$ cat src/inc/ipcd_pkg.sv
/*
  ipcd_pkg: constants, register map and helper functions for the input
  port change detector (six input pins, four with change detection).
  Assumes a 100 MHz system clock and a 32-bit APB register bus.
*/
// How it works
// reading the pin state register returns live pin levels, whatever function
// a pin state bit reads 1 for a high pin, 0 for a low pin
// pin 0 drives channel A clear-to-send when mode two A bit 4 set
// pin 1 drives channel B clear-to-send when mode two B bit 4 set
// pin 2 clocks the counter/timer when aux control bits 6:4 are 000
// pin 2 clocks channel B receiver when its clock select 7:4 is 1110/1111
// pin 3 clocks channel A transmitter when its clock select 3:0 is 1110/1111
// pin 4 clocks channel A receiver when its clock select 7:4 is 1110/1111
// pin 5 clocks channel B transmitter when its clock select 3:0 is 1110/1111
// only pins 0 to 3 have change detection, sampled at 38.4 kHz
// a change held two sample periods always flags; one period may flag
// change status: flags for pins 3..0 in bits 7:4, levels in 3:0
// reading change status clears bits 7:4, levels are untouched
// aux control bits 3:0 enable each pin's flag onto the interrupt
// interrupt only while mask bit 7 set and an enabled flag is set
// aux bit 7 selects bit rate set 1 or 2; bits 6:4 timer mode
// 28-pin variant has only pin 2: timer clock and channel B rx clock
// flag when two consecutive samples differ from accepted level, then accept
package ipcd_pkg;

  ////////////////////////////////////////////////////////////////////////////
  // timing
  localparam int unsigned CLK_HZ      = 100_000_000;
  localparam int unsigned SAMPLE_HZ   = 38_400;
  localparam int unsigned TICK_CYCLES = CLK_HZ / SAMPLE_HZ;
  localparam int unsigned TICK_W      = 12;

  ////////////////////////////////////////////////////////////////////////////
  // register byte offsets
  localparam logic [11:0] OFS_PIN_STATE = 12'h000;
  localparam logic [11:0] OFS_CHANGE    = 12'h004;
  localparam logic [11:0] OFS_AUX       = 12'h008;
  localparam logic [11:0] OFS_IMASK     = 12'h00C;
  localparam logic [11:0] OFS_MODE2_A   = 12'h010;
  localparam logic [11:0] OFS_MODE2_B   = 12'h014;
  localparam logic [11:0] OFS_CLKSEL_A  = 12'h018;
  localparam logic [11:0] OFS_CLKSEL_B  = 12'h01C;

  ////////////////////////////////////////////////////////////////////////////
  // field positions, codes and reset values
  localparam int unsigned MODE2_CTS_BIT    = 4;
  localparam int unsigned AUX_BRG_BIT      = 7;
  localparam int unsigned IMASK_CHANGE_BIT = 7;
  localparam logic [2:0]  CT_EXT_CODE      = 3'h0;
  localparam logic [3:0]  CLKSEL_EXT16     = 4'hE;
  localparam logic [3:0]  CLKSEL_EXT1      = 4'hF;
  localparam logic [7:0]  REG_RESET        = 8'h00;
  localparam logic [5:0]  PIN28_MASK       = 6'h04;

  // a clock select nibble that picks the external pin clock
  function automatic logic ext_clock_sel(input logic [3:0] nib);
    return (nib == CLKSEL_EXT16) || (nib == CLKSEL_EXT1);
  endfunction

  // register offsets that answer on the bus
  function automatic logic addr_mapped(input logic [11:0] a);
    return (a == OFS_PIN_STATE) || (a == OFS_CHANGE) || (a == OFS_AUX)
        || (a == OFS_IMASK) || (a == OFS_MODE2_A) || (a == OFS_MODE2_B)
        || (a == OFS_CLKSEL_A) || (a == OFS_CLKSEL_B);
  endfunction

endpackage

$ cat src/inc/ipcd_if.sv
/*
  ipcd_if: carries the sample tick and pin levels to the change detector
  and its change pulses back. Both ends share one clock.
*/
`timescale 1ns/1ns
interface ipcd_if;
  logic       tick;
  logic [3:0] level;
  logic [3:0] change;

  modport src (output tick, output level, input change);
  modport det (input tick, input level, output change);
endinterface

$ cat src/ipcd_detect.sv
/*
  ipcd_detect: change-of-state detector for four input pins, evaluated
  on each sample tick. Assumes levels are synchronous to i_mclk.
*/
`timescale 1ns/1ns
module ipcd_detect
  import ipcd_pkg::*;
(
  input  wire logic i_mclk,
  input  wire logic i_reset_n,
  ipcd_if.det       bus
);

  typedef struct packed {
    logic [3:0] accepted;
    logic [3:0] prev;
    logic [3:0] change;
    logic       primed;
  } ipcd_det_type;

  ipcd_det_type st_r;
  ipcd_det_type st_nxt;

  ////////////////////////////////////////////////////////////////////////////
  // two-sample filter per pin
  always_comb
  begin
    st_nxt        = st_r;
    st_nxt.change = 4'h0;
    if (bus.tick)
    begin
      st_nxt.prev = bus.level;
      if (!st_r.primed)
      begin
        // first tick after reset takes the levels as they stand
        st_nxt.accepted = bus.level;
        st_nxt.primed   = 1'b1;
      end
      else
      begin
        for (int i = 0; i < 4; i++)
        begin
          if ((bus.level[i] != st_r.accepted[i]) && (st_r.prev[i] != st_r.accepted[i]))
          begin
            st_nxt.change[i]   = 1'b1;
            st_nxt.accepted[i] = bus.level[i];
          end
        end
      end
    end
  end

  always_ff @(posedge i_mclk or negedge i_reset_n)
  begin
    if (!i_reset_n)
      st_r <= '0;
    else
      st_r <= st_nxt;
  end

  assign bus.change = st_r.change;

endmodule

$ cat src/ipcd_top.sv
/*
  ipcd_top: input port of a dual serial controller. Holds the pin state
  and change status registers, the configuration that routes pins to
  their alternate functions, and the change interrupt.
  Assumes an APB master on i_mclk and pins synchronous to i_mclk.
*/
`timescale 1ns/1ns
module ipcd_top
  import ipcd_pkg::*;
#(
  parameter bit          PIN28      = 1'b0,
  parameter int unsigned TICK_COUNT = TICK_CYCLES
)
(
  input  wire logic        i_mclk,
  input  wire logic        i_reset_n,
  input  wire logic        i_psel,
  input  wire logic        i_penable,
  input  wire logic        i_pwrite,
  input  wire logic [11:0] i_paddr,
  input  wire logic [31:0] i_pwdata,
  output logic      [31:0] o_prdata,
  output logic             o_pready,
  output logic             o_pslverr,
  input  wire logic [5:0]  i_input_pin,
  output logic             o_irq,
  output logic             o_clear_to_send_chan_a_n,
  output logic             o_clear_to_send_chan_b_n,
  output logic             o_timer_ext_clock_in,
  output logic             o_rx_clock_in_chan_b,
  output logic             o_tx_clock_in_chan_a,
  output logic             o_rx_clock_in_chan_a,
  output logic             o_tx_clock_in_chan_b,
  output logic [2:0]       o_timer_mode,
  output logic             o_brg_set2,
  output logic [3:0]       o_ext_clock_active
);

  ////////////////////////////////////////////////////////////////////////////
  // state
  typedef struct packed {
    logic [7:0]        auxiliary_control;
    logic [7:0]        interrupt_mask;
    logic [7:0]        mode_two_chan_a;
    logic [7:0]        mode_two_chan_b;
    logic [7:0]        clock_select_chan_a;
    logic [7:0]        clock_select_chan_b;
    logic [3:0]        change_flags;
    logic [TICK_W-1:0] tick_cnt;
    logic              tick;
    logic              pready;
    logic              pslverr;
    logic [31:0]       prdata;
    logic              irq;
    logic              cts_a_n;
    logic              cts_b_n;
    logic              timer_clk;
    logic              rxc_b;
    logic              txc_a;
    logic              rxc_a;
    logic              txc_b;
    logic [3:0]        ext_active;
  } ipcd_state_type;

  ipcd_state_type st_r;
  ipcd_state_type st_nxt;

  localparam logic [TICK_W-1:0] TICK_LAST = TICK_W'(TICK_COUNT - 1);

  ipcd_if det_bus ();

  ////////////////////////////////////////////////////////////////////////////
  // pins seen by the block; the small package bonds out pin 2 only
  logic [5:0] pins;
  logic       setup_phase;
  logic       access_done;
  logic       wr_ok;
  logic       rd_change;
  logic [7:0] rd_byte;
  logic [3:0] enabled_flags;

  assign pins = PIN28 ? (i_input_pin & PIN28_MASK) : i_input_pin;

  // change detection covers pins 0 to 3 only
  assign det_bus.tick  = st_r.tick;
  assign det_bus.level = pins[3:0];

  ipcd_detect u_detect (
    .i_mclk    (i_mclk),
    .i_reset_n (i_reset_n),
    .bus       (det_bus)
  );

  ////////////////////////////////////////////////////////////////////////////
  // bus phase decode
  // access phase waits one cycle so that read data comes from a flop
  assign setup_phase = i_psel && i_penable && !st_r.pready;
  assign access_done = i_psel && i_penable && st_r.pready;
  assign wr_ok       = access_done && i_pwrite && !st_r.pslverr;
  assign rd_change   = access_done && !i_pwrite && (i_paddr == OFS_CHANGE);

  ////////////////////////////////////////////////////////////////////////////
  // read data mux
  always_comb
  begin
    rd_byte = 8'h00;
    case (i_paddr)
      OFS_PIN_STATE : rd_byte = {2'h0, pins};
      OFS_CHANGE    : rd_byte = {st_r.change_flags, pins[3:0]};
      OFS_AUX       : rd_byte = st_r.auxiliary_control;
      OFS_IMASK     : rd_byte = st_r.interrupt_mask;
      OFS_MODE2_A   : rd_byte = st_r.mode_two_chan_a;
      OFS_MODE2_B   : rd_byte = st_r.mode_two_chan_b;
      OFS_CLKSEL_A  : rd_byte = st_r.clock_select_chan_a;
      OFS_CLKSEL_B  : rd_byte = st_r.clock_select_chan_b;
      default       : rd_byte = 8'h00;
    endcase
  end

  ////////////////////////////////////////////////////////////////////////////
  // next state
  always_comb
  begin
    st_nxt = st_r;

    // sample tick divider, stands in for the bit rate generator output
    if (st_r.tick_cnt == TICK_LAST)
    begin
      st_nxt.tick_cnt = '0;
      st_nxt.tick     = 1'b1;
    end
    else
    begin
      st_nxt.tick_cnt = st_r.tick_cnt + 1'b1;
      st_nxt.tick     = 1'b0;
    end

    // apb answer: pready rises one cycle into the access phase
    if (setup_phase)
    begin
      st_nxt.pready  = 1'b1;
      st_nxt.pslverr = !addr_mapped(i_paddr);
      st_nxt.prdata  = i_pwrite ? 32'h0000_0000 : {24'h00_0000, rd_byte};
    end
    else
    begin
      st_nxt.pready  = 1'b0;
      st_nxt.pslverr = 1'b0;
    end

    // writes land on the edge where the master samples pready
    if (wr_ok)
    begin
      case (i_paddr)
        OFS_AUX      : st_nxt.auxiliary_control   = i_pwdata[7:0];
        OFS_IMASK    : st_nxt.interrupt_mask      = i_pwdata[7:0];
        OFS_MODE2_A  : st_nxt.mode_two_chan_a     = i_pwdata[7:0];
        OFS_MODE2_B  : st_nxt.mode_two_chan_b     = i_pwdata[7:0];
        OFS_CLKSEL_A : st_nxt.clock_select_chan_a = i_pwdata[7:0];
        OFS_CLKSEL_B : st_nxt.clock_select_chan_b = i_pwdata[7:0];
        default      : st_nxt.change_flags        = st_r.change_flags;
      endcase
    end

    // read clears only the flags it reported, so a change that lands while
    // the read is in flight is kept; a change in the clear cycle still sets
    if (rd_change)
      st_nxt.change_flags = st_nxt.change_flags & ~st_r.prdata[7:4];
    st_nxt.change_flags = st_nxt.change_flags | det_bus.change;

    // per-pin enables gate the flags before the global mask
    enabled_flags = st_nxt.change_flags & st_nxt.auxiliary_control[3:0];

    // two-tier enable onto the single interrupt line
    st_nxt.irq = st_nxt.interrupt_mask[IMASK_CHANGE_BIT] && (|enabled_flags);

    // alternate function routing, idle values when not selected
    st_nxt.cts_a_n = st_r.mode_two_chan_a[MODE2_CTS_BIT] ? pins[0] : 1'b1;
    st_nxt.cts_b_n = st_r.mode_two_chan_b[MODE2_CTS_BIT] ? pins[1] : 1'b1;

    st_nxt.timer_clk = (st_r.auxiliary_control[6:4] == CT_EXT_CODE) ? pins[2] : 1'b0;

    st_nxt.ext_active[0] = ext_clock_sel(st_r.clock_select_chan_b[7:4]);
    st_nxt.ext_active[1] = ext_clock_sel(st_r.clock_select_chan_a[3:0]);
    st_nxt.ext_active[2] = ext_clock_sel(st_r.clock_select_chan_a[7:4]);
    st_nxt.ext_active[3] = ext_clock_sel(st_r.clock_select_chan_b[3:0]);

    st_nxt.rxc_b = st_nxt.ext_active[0] ? pins[2] : 1'b0;
    st_nxt.txc_a = st_nxt.ext_active[1] ? pins[3] : 1'b0;
    st_nxt.rxc_a = st_nxt.ext_active[2] ? pins[4] : 1'b0;
    st_nxt.txc_b = st_nxt.ext_active[3] ? pins[5] : 1'b0;
  end

  ////////////////////////////////////////////////////////////////////////////
  // state register, constants only under reset
  always_ff @(posedge i_mclk or negedge i_reset_n)
  begin
    if (!i_reset_n)
    begin
      st_r                     <= '0;
      st_r.auxiliary_control   <= REG_RESET;
      st_r.interrupt_mask      <= REG_RESET;
      st_r.mode_two_chan_a     <= REG_RESET;
      st_r.mode_two_chan_b     <= REG_RESET;
      st_r.clock_select_chan_a <= REG_RESET;
      st_r.clock_select_chan_b <= REG_RESET;
      st_r.cts_a_n             <= 1'b1;
      st_r.cts_b_n             <= 1'b1;
    end
    else
      st_r <= st_nxt;
  end

  ////////////////////////////////////////////////////////////////////////////
  // outputs, all straight from the state register
  assign o_prdata                 = st_r.prdata;
  assign o_pready                 = st_r.pready;
  assign o_pslverr                = st_r.pslverr;
  assign o_irq                    = st_r.irq;
  assign o_clear_to_send_chan_a_n = st_r.cts_a_n;
  assign o_clear_to_send_chan_b_n = st_r.cts_b_n;
  assign o_timer_ext_clock_in     = st_r.timer_clk;
  assign o_rx_clock_in_chan_b     = st_r.rxc_b;
  assign o_tx_clock_in_chan_a     = st_r.txc_a;
  assign o_rx_clock_in_chan_a     = st_r.rxc_a;
  assign o_tx_clock_in_chan_b     = st_r.txc_b;
  assign o_timer_mode             = st_r.auxiliary_control[6:4];
  assign o_brg_set2               = st_r.auxiliary_control[AUX_BRG_BIT];
  assign o_ext_clock_active       = st_r.ext_active;

endmodule

$ cat config.mk
export PLATFORM = sky130hd
export DESIGN_NAME = ipcd_top
export DESIGN_NICKNAME = d
export VERILOG_FILES = /design/src/inc/ipcd_pkg.sv /design/src/inc/ipcd_if.sv /design/src/ipcd_detect.sv /design/src/ipcd_top.sv
export SDC_FILE = /design/constraint.sdc
export NUM_CORES = 1
export LEC_CHECK = 0
export ABC_AREA = 1
export BUFFER_PORTS_ARGS = -buffer_cell sky130_fd_sc_hd__buf_4
export CAP_MARGIN = 20
export CORE_ASPECT_RATIO = 0.5
export CORE_MARGIN = 10
export CORE_UTILIZATION = 40
export CTS_CLUSTER_DIAMETER = 150
export DETAILED_ROUTE_END_ITERATION = 16
export SYNTH_ARGS = -nofsm -noshare
export SYNTH_HDL_FRONTEND = slang
export SYNTH_SLANG_ARGS = --single-unit
$ cat constraint.sdc
create_clock -name i_mclk -period 1.69 [get_ports i_mclk]
set_clock_uncertainty 0.1 [all_clocks]
set_input_delay 0 -clock i_mclk [delete_from_list [all_inputs] [get_ports i_mclk]]
set_output_delay 0 -clock i_mclk [all_outputs]
set_load 0.01 [all_outputs]
==> flow_metrics.env, run 1 <==
export IMPL_multi_input_area_sq_mm=0.00173
export IMPL_max_cap_violations=0
export IMPL_use_met3_pct=4.84
export IMPL_dp_hpwl_um=8880
export IMPL_cp_start_kind="flop"
export IMPL_die_w_um=174
export IMPL_top_usage_layer="met2"
export IMPL_hold_viol=0
export IMPL_hold_depth=5
export IMPL_antenna_cells=0
export IMPL_overflow=0
export IMPL_cts_max_path_buffers=2
export IMPL_ys_ff_latch=100
export IMPL_sw_frac_of_total_pct=22.7
export IMPL_p_per_area_mw_per_mm2=824
export IMPL_clock_power_share_pct=43.9
export IMPL_grt_usage_pct=14.8
export IMPL_crit_path_top_delay_cell="dfrtp_1"
export IMPL_slew_viol_final=0
export IMPL_clock_root_buffer="clkbuf_16"
export IMPL_pwr_share_comb_pct=5.8
export IMPL_min_path_type="primary input to flop"
export IMPL_synth_flop_cell="dfrtp_1"
export IMPL_path_cells="nand3_1 > nor2_2 > buf_4 > nand3_4 > o21ai_1 > nand2_1 > nand2_1 > nor2_1 > nor2_1"
export IMPL_drt_first_pass_iters=4
export IMPL_yosysSeqAreaShare_pct=52.9
export IMPL_endpoint_kind="flop"
export IMPL_status="finished, final reports clean"
export IMPL_required_ns=1.86
export IMPL_seqPwrFrac_pct=50.3
export IMPL_cp_max_fo=9
export IMPL_cp_num_cells=9
export IMPL_worst_slew_pin_slew_ns=0.569
export IMPL_wl_per_cell_um=15.2
export IMPL_post_cts_buffers=0
export IMPL_yosysTopAreaCell="dfrtp_1"
export IMPL_rsz0062_at_grt="true"
export IMPL_synthTopCellsByArea="dfrtp_1 (52%), nand2_1 (11%), o21ai_0 (6.7%)"
export IMPL_slowest_delay_ns=0.38
export IMPL_grt_pass1_wl_um=20400
export IMPL_fin_area_sq_mm=0.00579
export IMPL_leakage_nw=2.80
export IMPL_wl_um=12200
export IMPL_antenna_found_initial=0
export IMPL_stdcell_count=805
export IMPL_syn_area_sq_mm=0.00474
export IMPL_viasPerCell=4.82
export IMPL_crit_buf_inv=1
export IMPL_cts_buffers_inserted=9
export IMPL_drive_gt1_share_pct=16.4
export IMPL_clk_latency_ns=0.35
export IMPL_drc=0
export IMPL_fin_nets=697
export IMPL_globalplace_congestion=0.838
export IMPL_finalCriticalPeriod_ns=1.56
export IMPL_met1_usage_pct=19.4
export IMPL_seq_area_sq_mm=0.00250
export IMPL_vias=3883
export IMPL_placedCellCount=771
export IMPL_synth_edf_count=0
export IMPL_port_buffers=56
export IMPL_fin_crit_sh_pct=92.1
export IMPL_critPathTopFamily="simple AND/OR/NAND/NOR gates"
export IMPL_fmax_mhz=642
export IMPL_worstRegToRegCells=9
export IMPL_area_delta_synth_final_pct=22.1
export IMPL_ys_warn_count=0
export IMPL_htree_num_levels=3
export IMPL_cp_arrival_ns=1.73
export IMPL_drtAntennaViolNets=0
export IMPL_relSlewSlack_pct=62.1
export IMPL_p_sw_w=0.00108
export IMPL_async_reset_ff_share_pct=100
export IMPL_row_count=27
export IMPL_syn_mean_instance_area_sq_um=8.34
export IMPL_fillers=1063
export IMPL_die_h_um=97.0
export IMPL_pin_count=105
export IMPL_synth_cell_type_count=30
export IMPL_drt_iter0_markers=392
export IMPL_ir_worst_vdd_mv=0.574
export IMPL_grt_max_degree=42
export IMPL_critical_path_class="flop to flop"
export IMPL_placed_area_sq_mm=0.00529
export IMPL_clk_pin_slew_ns=0.07
export IMPL_die_area_sq_mm=0.0169
export IMPL_initial_core_util_pct=42.0
export IMPL_fp_coreArea_sq_mm=0.0113
export IMPL_setup_viol=0
export IMPL_grtUsageMet2_pct=22.9
export IMPL_p_int_w=0.00369
export IMPL_synth_cells=568
export IMPL_first_global_vias=3814
export IMPL_yosysTopAreaCellShare_pct=51.8
export IMPL_fin_util_pct=51.3
export IMPL_cts_tree="built"
export IMPL_cts_sinks=100
## per-layer routing
| metal | vias to the layer above | wire length [um] |
|---|---|---|
| met5 | - | 0 |
| met4 | 0 | 109 |
| met3 | 11 | 990 |
| met2 | 135 | 5430 |
| met1 | 1809 | 5710 |
| li1 | 1928 | - |
## sequential cells by signal, indices dropped and copies added (netlist names)
| signal | flops |
|---|---|
| o_irq | 1 |
| u_detect.bus.change | 4 |
| o_pready | 1 |
| o_prdata | 8 |
| st_r | 60 |
| o_tx_clock_in_chan_a | 1 |
| o_rx_clock_in_chan_a | 1 |
| o_rx_clock_in_chan_b | 1 |
| o_ext_clock_active | 4 |
| o_timer_ext_clock_in | 1 |
| o_clear_to_send_chan_a_n | 1 |
| o_clear_to_send_chan_b_n | 1 |
| o_brg_set2 | 1 |
| o_pslverr | 1 |
| u_detect.st_r | 9 |
| det_bus.tick | 1 |
| o_timer_mode | 3 |
| o_tx_clock_in_chan_b | 1 |
## layout make-up
| class | instances | area share [%] |
|---|---|---|
| sequential | 100 | 43.3 |
| multi-input combinational | 375 | 29.9 |
| timing repair buffer | 96 | 14.3 |
| clock buffer | 10 | 4.13 |
| inverter | 59 | 3.83 |
| tap | 159 | 3.44 |
| clock inverter | 6 | 1.10 |
## power by group through the flow
stage          combinational [W]  sequential (W)  clock (W)
4_1_cts                 0.000278         0.00240    0.00214
5_1_grt                 0.000307         0.00240    0.00224
3_3_place_gp            0.000242         0.00244          0
2_1_floorplan           0.000117         0.00245          0
3_5_place_dp            0.000244         0.00244          0
6_report                0.000277         0.00240    0.00209
## tightest hold or removal path: stages
cell	delay (ns)
buf_4	0.11
nor3_4	0.05
buf_12	0.15
nand4_1	0.07
nand2_1	0.06
## placed cells by master (no fill, tap or decap), drive strengths merged
cell type,Yosys,final
dfstp,2,2
nor3,12,12
or2,1,1
clkinvlp,0,2
nand4,13,13
conb,1,24
o22ai,3,3
o21ai,65,65
dfrtp,98,98
dlygate4sd3,0,18
xor2,4,4
clkinv,1,4
nor4,6,6
ha,1,1
nand2,135,135
bufinv,0,1
nor2,41,41
a21oi,7,7
clkbuf,8,10
o21bai,1,1
inv,58,58
o211ai,1,1
buf,49,78
a31oi,4,4
nand3,57,57
## stage by stage
step / total power (W) / TNS (ns) / hold slack [ns] / setup slack [ns]
after floorplan: 0.00256 / 0 / -0.396 / 0.102
after CTS: 0.00482 / 0 / 0.0335 / 0.0534
after detailed placement: 0.00269 / 0 / -0.0659 / 0.0726
final: 0.00477 / 0 / 0.0459 / 0.133
after global routing: 0.00495 / -0.0429 / 0.0662 / -0.0361
after global placement: 0.00269 / 0 / -0.0745 / 0.107
## logic make-up (layout without fill, tap and decap cells)
logic type      Yosys count  count (layout)  synth area share [%]
fa+ha+maj                 1               1                 0.264
compound gates           81              81                  8.85
flops                   100             100                  52.9
other cells               1              24                0.0791
buf+inv                 116             171                  12.7
simple gates            265             265                  24.5
xor+xnor                  4               4                 0.739
## path summary, 6_finish.rpt
path                               startpoint                            endpoint  slack (ns)
hold reg to reg            st_r[47]$_DFF_PN0_                  st_r[47]$_DFF_PN0_        0.37
max in group asynchronous           i_reset_n  o_clear_to_send_chan_a_n$_DFF_PN1_        0.78
setup reg to reg           o_pready$_DFF_PN0_                     o_irq$_DFF_PN0_        0.13
setup / recovery           o_pready$_DFF_PN0_                     o_irq$_DFF_PN0_        0.13
min in group asynchronous           i_reset_n                  st_r[52]$_DFF_PN0_        0.09
hold / removal                     i_paddr[2]                 st_r[104]$_DFF_PN0_        0.05
## cell usage after synthesis, types with 2 or more instances
master,instances
nand2_1,135
nor2_2,3
nor4_1,6
buf_4,40
xor2_1,4
nand4_1,13
a21oi_1,7
nor2_1,38
a31oi_1,4
inv_1,57
nor3_1,10
dfstp_2,2
buf_2,8
o21ai_0,63
o21ai_1,2
clkbuf_1,8
o22ai_1,3
nand3_1,56
dfrtp_1,98
## what timing repair did
item                                    CTS  global route
hold buffers                             18             0
endpoints found under the setup margin    0             3
resized for setup                         0             3
endpoints found under the hold margin   170             0
(Power assumes the default switching activity.)
==> run 2: changes to the inputs <==
--- a/config.mk
+++ b/config.mk
@@ -10,9 +10,10 @@
 export CAP_MARGIN = 20
 export CORE_ASPECT_RATIO = 0.5
 export CORE_MARGIN = 10
-export CORE_UTILIZATION = 40
+export CORE_UTILIZATION = 44
 export CTS_CLUSTER_DIAMETER = 150
 export DETAILED_ROUTE_END_ITERATION = 16
+export PLACE_DENSITY = 0.67
 export SYNTH_ARGS = -nofsm -noshare
 export SYNTH_HDL_FRONTEND = slang
 export SYNTH_SLANG_ARGS = --single-unit
==> flow_metrics.env, run 2 (same netlist as run 1, synthesis figures left out) <==
export IMPL_status="finished with violations"
export IMPL_failed_checks="hold timing"
export IMPL_p_int_w=0.00399
export IMPL_crit_path_top_delay_cell="dfrtp_1"
export IMPL_rsz0062_at_grt="false"
export IMPL_htree_num_levels=3
export IMPL_worstRegToRegCells=7
export IMPL_cts_hold_buf=18
export IMPL_holdPathEnd="st_r[103]$_DFF_PN0_"
export IMPL_globalplace_congestion=0.850
export IMPL_reg2reg_from="st_r[47]$_DFF_PN0_"
export IMPL_setup_viol=0
export IMPL_max_cap_violations=0
export IMPL_drt_first_pass_iters=6
export IMPL_cts_tree="built"
export IMPL_die_area_sq_mm=0.0156
export IMPL_layout_common_cells="nand2_1 (135), dfrtp_1 (98), buf_4 (73)"
export IMPL_die_w_um=167
export IMPL_pin_count=105
export IMPL_cp_start_kind="flop"
export IMPL_port_buffers=56
export IMPL_initial_core_util_pct=45.8
export IMPL_path_cells="ha_2 > nand2_1 > inv_2 > nand4_1 > nor4_2 > nand2_1 > xor2_1"
export IMPL_drt_iter0_markers=358
export IMPL_min_path_type="primary input to flop"
export IMPL_cts_buffers_inserted=9
export IMPL_required_ns=1.82
export IMPL_wl_um=11900
export IMPL_fin_nets=696
export IMPL_cp_max_fo=3
export IMPL_tns_ns=0
export IMPL_fin_util_pct=56.2
export IMPL_drtAntennaViolNets=0
export IMPL_regMostFlops="st_r"
export IMPL_critPathTopFamily="simple AND/OR/NAND/NOR gates"
export IMPL_ir_worst_vdd_mv=0.487
export IMPL_p_sw_w=0.00106
export IMPL_crit_top_cell="nand2_1"
export IMPL_regToRegEndpoint="st_r[57]$_DFF_PN0_"
export IMPL_endpoint_kind="flop"
export IMPL_hold_depth=4
export IMPL_dp_hpwl_um=8670
export IMPL_drive_gt1_share_pct=17.2
export IMPL_overflow=0
export IMPL_clock_power_share_pct=47.1
export IMPL_antenna_found_initial=0
export IMPL_seqPwrFrac_pct=47.5
export IMPL_crit_buf_inv=1
export IMPL_leakage_nw=2.82
export IMPL_cts_sinks=100
export IMPL_fin_crit_sh_pct=89.9
export IMPL_viasPerCell=5.01
export IMPL_reg2reg_setup_slack_ns=0.17
export IMPL_cts_max_path_buffers=2
export IMPL_first_global_vias=3766
export IMPL_largest_register_ffs=60
export IMPL_hold_viol=3
export IMPL_grt_usage_pct=15.4
export IMPL_row_count=26
export IMPL_clk_pin_slew_ns=0.07
export IMPL_fmax_mhz=658
export IMPL_final_common_cell="nand2_1"
export IMPL_die_h_um=93.4
export IMPL_clock_root_buffer="clkbuf_16"
export IMPL_drc=0
export IMPL_clk_latency_ns=0.34
export IMPL_grt_max_degree=50
export IMPL_antenna_cells=0
export IMPL_wl_per_cell_um=15.2
export IMPL_vias=3931
export IMPL_hold_ws_ns=-0.0264
export IMPL_p_per_area_mw_per_mm2=869
export IMPL_slew_viol_final=0
export IMPL_grt_pass1_wl_um=19500
export IMPL_fp_coreArea_sq_mm=0.0103
export IMPL_sw_frac_of_total_pct=21.1
export IMPL_finalCriticalPeriod_ns=1.52
export IMPL_slowest_delay_ns=0.37
export IMPL_critical_path_class="flop to flop"
export IMPL_pwr_share_comb_pct=5.5
export IMPL_area_delta_synth_final_pct=22.7
export IMPL_p_total_w=0.00505
export IMPL_holdCritStartpoint="i_paddr[2]"
export IMPL_cp_arrival_ns=1.65
run 2: changes by cell type in the layout (fill, tap and decap cells not counted), sizes merged:
cell,previous run,this run
clkinv,4,3
buf,78,77
bufinv,1,3
clkinvlp,2,1
run 2: power groups by stage:
stage	Combinational (W)	Sequential (W)	Clock [W]
floorplan	0.000117	0.00245	0
global placement	0.000237	0.00244	0
detailed placement	0.000239	0.00244	0
CTS	0.000274	0.00240	0.00241
global route	0.000307	0.00240	0.00252
finish	0.000276	0.00240	0.00238
run 2: worst max path at each step:
stage / start / to / slack (ns) / cells after the start
after floorplan: o_pslverr$_DFF_PN0_ / o_irq$_DFF_PN0_ / 0.10 / 11
after global routing: st_r[47]$_DFF_PN0_ / st_r[58]$_DFF_PN0_ / 0.002 / 8
after CTS: st_r[47]$_DFF_PN0_ / st_r[57]$_DFF_PN0_ / 0.04 / 7
after global placement: o_pslverr$_DFF_PN0_ / o_irq$_DFF_PN0_ / 0.06 / 10
final: st_r[47]$_DFF_PN0_ / st_r[57]$_DFF_PN0_ / 0.17 / 7
after detailed placement: o_pslverr$_DFF_PN0_ / o_irq$_DFF_PN0_ / 0.003 / 10
run 2: per-layer routing:
metal / vias up / GRT usage (%) / routed length (um)
met5: - / 0 / 0
met4: 0 / 5.60 / 218
met3: 26 / 5.39 / 1100
met2: 149 / 23.3 / 5250
met1: 1831 / 20.3 / 5330
li1: 1925 / - / -
run 2: final cells by class:
cell class,instances,area (sq um)
fill,961,4530
sequential,100,2500
multi-input combinational,375,1750
timing repair buffer,95,808
clock buffer,10,239
inverter,59,221
tap,140,175
clock inverter,6,111
run 2: worst register-to-register path, delay by kind of cell, from the launching register on:
kind	cells	cell delay (ns)
flip-flops	1	0.37
adder cells (fa/ha/maj)	1	0.20
AND/OR/NAND/NOR	4	0.54
buffers and inverters	1	0.06
XOR/XNOR	1	0.15
run 2: through the flow:
stage	cells	setup WS (ns)	area [sq um]	hold slack (ns)
2_1_floorplan	591	0.102	4820	-0.396
3_3_place_gp	749	0.0612	5230	-0.155
3_5_place_dp	749	0.00287	5230	-0.155
4_1_cts	783	0.0397	5770	0.0189
5_1_grt	785	0.00206	5810	-0.00669
6_report	785	0.170	5810	-0.0264
run 2: what timing repair did:
item | 4_1_cts | 5_1_grt
pin swaps | 0 | 1
buffers inserted | 0 | 2
gates resized for setup | 1 | 9
hold endpoints to repair | 165 | 1
endpoints found under the setup margin | 1 | 4
==> run 3: changes to the inputs <==
--- a/config.mk
+++ b/config.mk
@@ -10,10 +10,10 @@
 export CAP_MARGIN = 20
 export CORE_ASPECT_RATIO = 0.5
 export CORE_MARGIN = 10
-export CORE_UTILIZATION = 44
+export CORE_UTILIZATION = 48
 export CTS_CLUSTER_DIAMETER = 150
 export DETAILED_ROUTE_END_ITERATION = 16
-export PLACE_DENSITY = 0.67
+export PLACE_DENSITY = 0.72
 export SYNTH_ARGS = -nofsm -noshare
 export SYNTH_HDL_FRONTEND = slang
 export SYNTH_SLANG_ARGS = --single-unit
==> flow_metrics.env, run 3 (same netlist as run 1, synthesis figures left out) <==
export IMPL_fp_coreArea_sq_mm=0.00954
export IMPL_rsz0062_at_grt="false"
export IMPL_tns_ns=0
export IMPL_p_total_w=0.00482
export IMPL_path_cells="dlygate4sd3_1 > buf_4 > nand2_1 > nor2_4 > buf_4 > nand3_1 > nand4_1 > o21ai_0 > nand2_1"
export IMPL_min_path_type="primary input to flop"
export IMPL_grt_usage_pct=16.8
export IMPL_antenna_cells=0
export IMPL_clk_latency_ns=0.35
export IMPL_fin_crit_sh_pct=97.4
export IMPL_initial_core_util_pct=49.7
export IMPL_critPathTopFamily="buffers and inverters"
export IMPL_slew_viol_final=0
export IMPL_critical_path_class="primary input to flop"
export IMPL_port_buffers=56
export IMPL_stdcell_count=784
export IMPL_endpoint_kind="flop"
export IMPL_cp_start_kind="primary input"
export IMPL_htree_num_levels=3
export IMPL_wl_um=12400
export IMPL_cts_sinks=100
export IMPL_viasPerCell=5.17
export IMPL_setup_viol=0
export IMPL_clk_pin_slew_ns=0.07
export IMPL_area_delta_synth_final_pct=22.5
export IMPL_clock_root_buffer="clkbuf_16"
export IMPL_grt_pass1_wl_um=19800
export IMPL_drtAntennaViolNets=0
export IMPL_drt_iter0_markers=375
export IMPL_fmax_mhz=607
export IMPL_layout_common_cells="nand2_1 (135), dfrtp_1 (98), buf_4 (75)"
export IMPL_multi_input_area_sq_mm=0.00175
export IMPL_seq_area_sq_mm=0.00250
export IMPL_crit_path_top_delay_cell="dlygate4sd3_1"
export IMPL_cts_max_path_buffers=2
export IMPL_drt_first_pass_iters=5
export IMPL_hold_viol=0
export IMPL_overflow=0
export IMPL_fillers=782
export IMPL_finalCriticalPeriod_ns=1.65
export IMPL_vias=4050
export IMPL_p_per_area_mw_per_mm2=830
export IMPL_first_global_vias=3868
export IMPL_slowest_delay_ns=0.56
export IMPL_drive_gt1_share_pct=17.1
export IMPL_grt_max_degree=44
export IMPL_ir_worst_vdd_mv=0.488
export IMPL_antenna_found_initial=0
export IMPL_relSlewSlack_pct=62.0
export IMPL_leakage_nw=2.83
export IMPL_row_count=25
export IMPL_dp_hpwl_um=8480
export IMPL_cts_buffers_inserted=9
export IMPL_die_w_um=161
export IMPL_max_cap_violations=0
export IMPL_drc=0
export IMPL_crit_buf_inv=3
export IMPL_cts_tree="built"
export IMPL_die_h_um=90.3
export IMPL_cp_max_fo=12
export IMPL_pin_count=105
export IMPL_fin_util_pct=60.8
export IMPL_hold_ws_ns=0.0587
export IMPL_placedCellCount=745
export IMPL_required_ns=1.81
export IMPL_wl_per_cell_um=15.8
export IMPL_largest_register_ffs=60
export IMPL_cp_arrival_ns=1.77
export IMPL_worst_slew_pin_slew_ns=0.570
export IMPL_regMostFlops="st_r"
export IMPL_fin_nets=700
export IMPL_final_common_cell="nand2_1"
export IMPL_globalplace_congestion=0.857
export IMPL_status="finished, final reports clean"
export IMPL_die_area_sq_mm=0.0145
==> run 3: worst register-to-register path, stage by stage (launching register included) <==
cell	delay (ns)
dfrtp_1	0.40
nand3_2	0.13
nor2_4	0.21
buf_4	0.16
nand3_1	0.08
buf_4	0.21
nand2_1	0.08
o21ai_0	0.08
==> run 3: final cells by class <==
type / instances / area share [%]
clock buffer: 11 / 4.36
clock inverter: 5 / 1.03
inverter: 59 / 3.82
multi-input combinational: 375 / 30.2
sequential: 100 / 43.2
tap: 135 / 2.91
timing repair buffer: 99 / 14.6
==> run 3: report_power, final <==
part	leakage (nW)	total (W)	internal, W	switching (W)
Combinational	1.35	0.000285	0.000110	0.000176
Clock	0.152	0.00213	0.00123	0.000902
Sequential	1.33	0.00240	0.00240	0.00000275
==> run 3: per-stage QoR <==
step / instance area, sq um / worst slack, ns
global route: 5800 / 0.00277
CTS: 5740 / 0.0274
detailed placement: 5230 / 0.0276
finish: 5800 / 0.0437
global placement: 5230 / 0.103
floorplan: 4820 / 0.102
==> run 3: timing repair <==
item                       in CTS  in global routing
pin swaps                       0                  1
setup buffers                   0                  4
resized for setup               1                  8
hold endpoints to repair      136                  0
setup endpoints to repair       1                  8
hold buffers                   19                  0
==> run 3: path summary, 6_finish.rpt <==
path                                 startpoint                                 end  cells past startpoint  slack (ns)
hold reg to reg            st_r[91]$_DFFE_PN0P_  o_clear_to_send_chan_a_n$_DFF_PN1_                      1        0.34
min in group asynchronous             i_reset_n                  st_r[55]$_DFF_PN0_                      2        0.09
setup reg to reg             o_pready$_DFF_PN0_                st_r[71]$_DFFE_PN0P_                      7        0.12
setup / recovery                     i_paddr[2]             o_prdata[4]$_DFFE_PN0P_                      9        0.04
hold / removal                           i_psel                 st_r[106]$_DFF_PN0_                      5        0.06
max in group asynchronous             i_reset_n                st_r[64]$_DFFE_PN0P_                      3        0.80
==> run 3: layer usage <==
layer	up-vias	track usage (%)	part of all wire, %
met1	1896	21.5	44
met5	-	0	0
met3	23	5.41	8.1
met4	0	5.32	1.6
li1	1936	-	-
met2	195	26.4	47
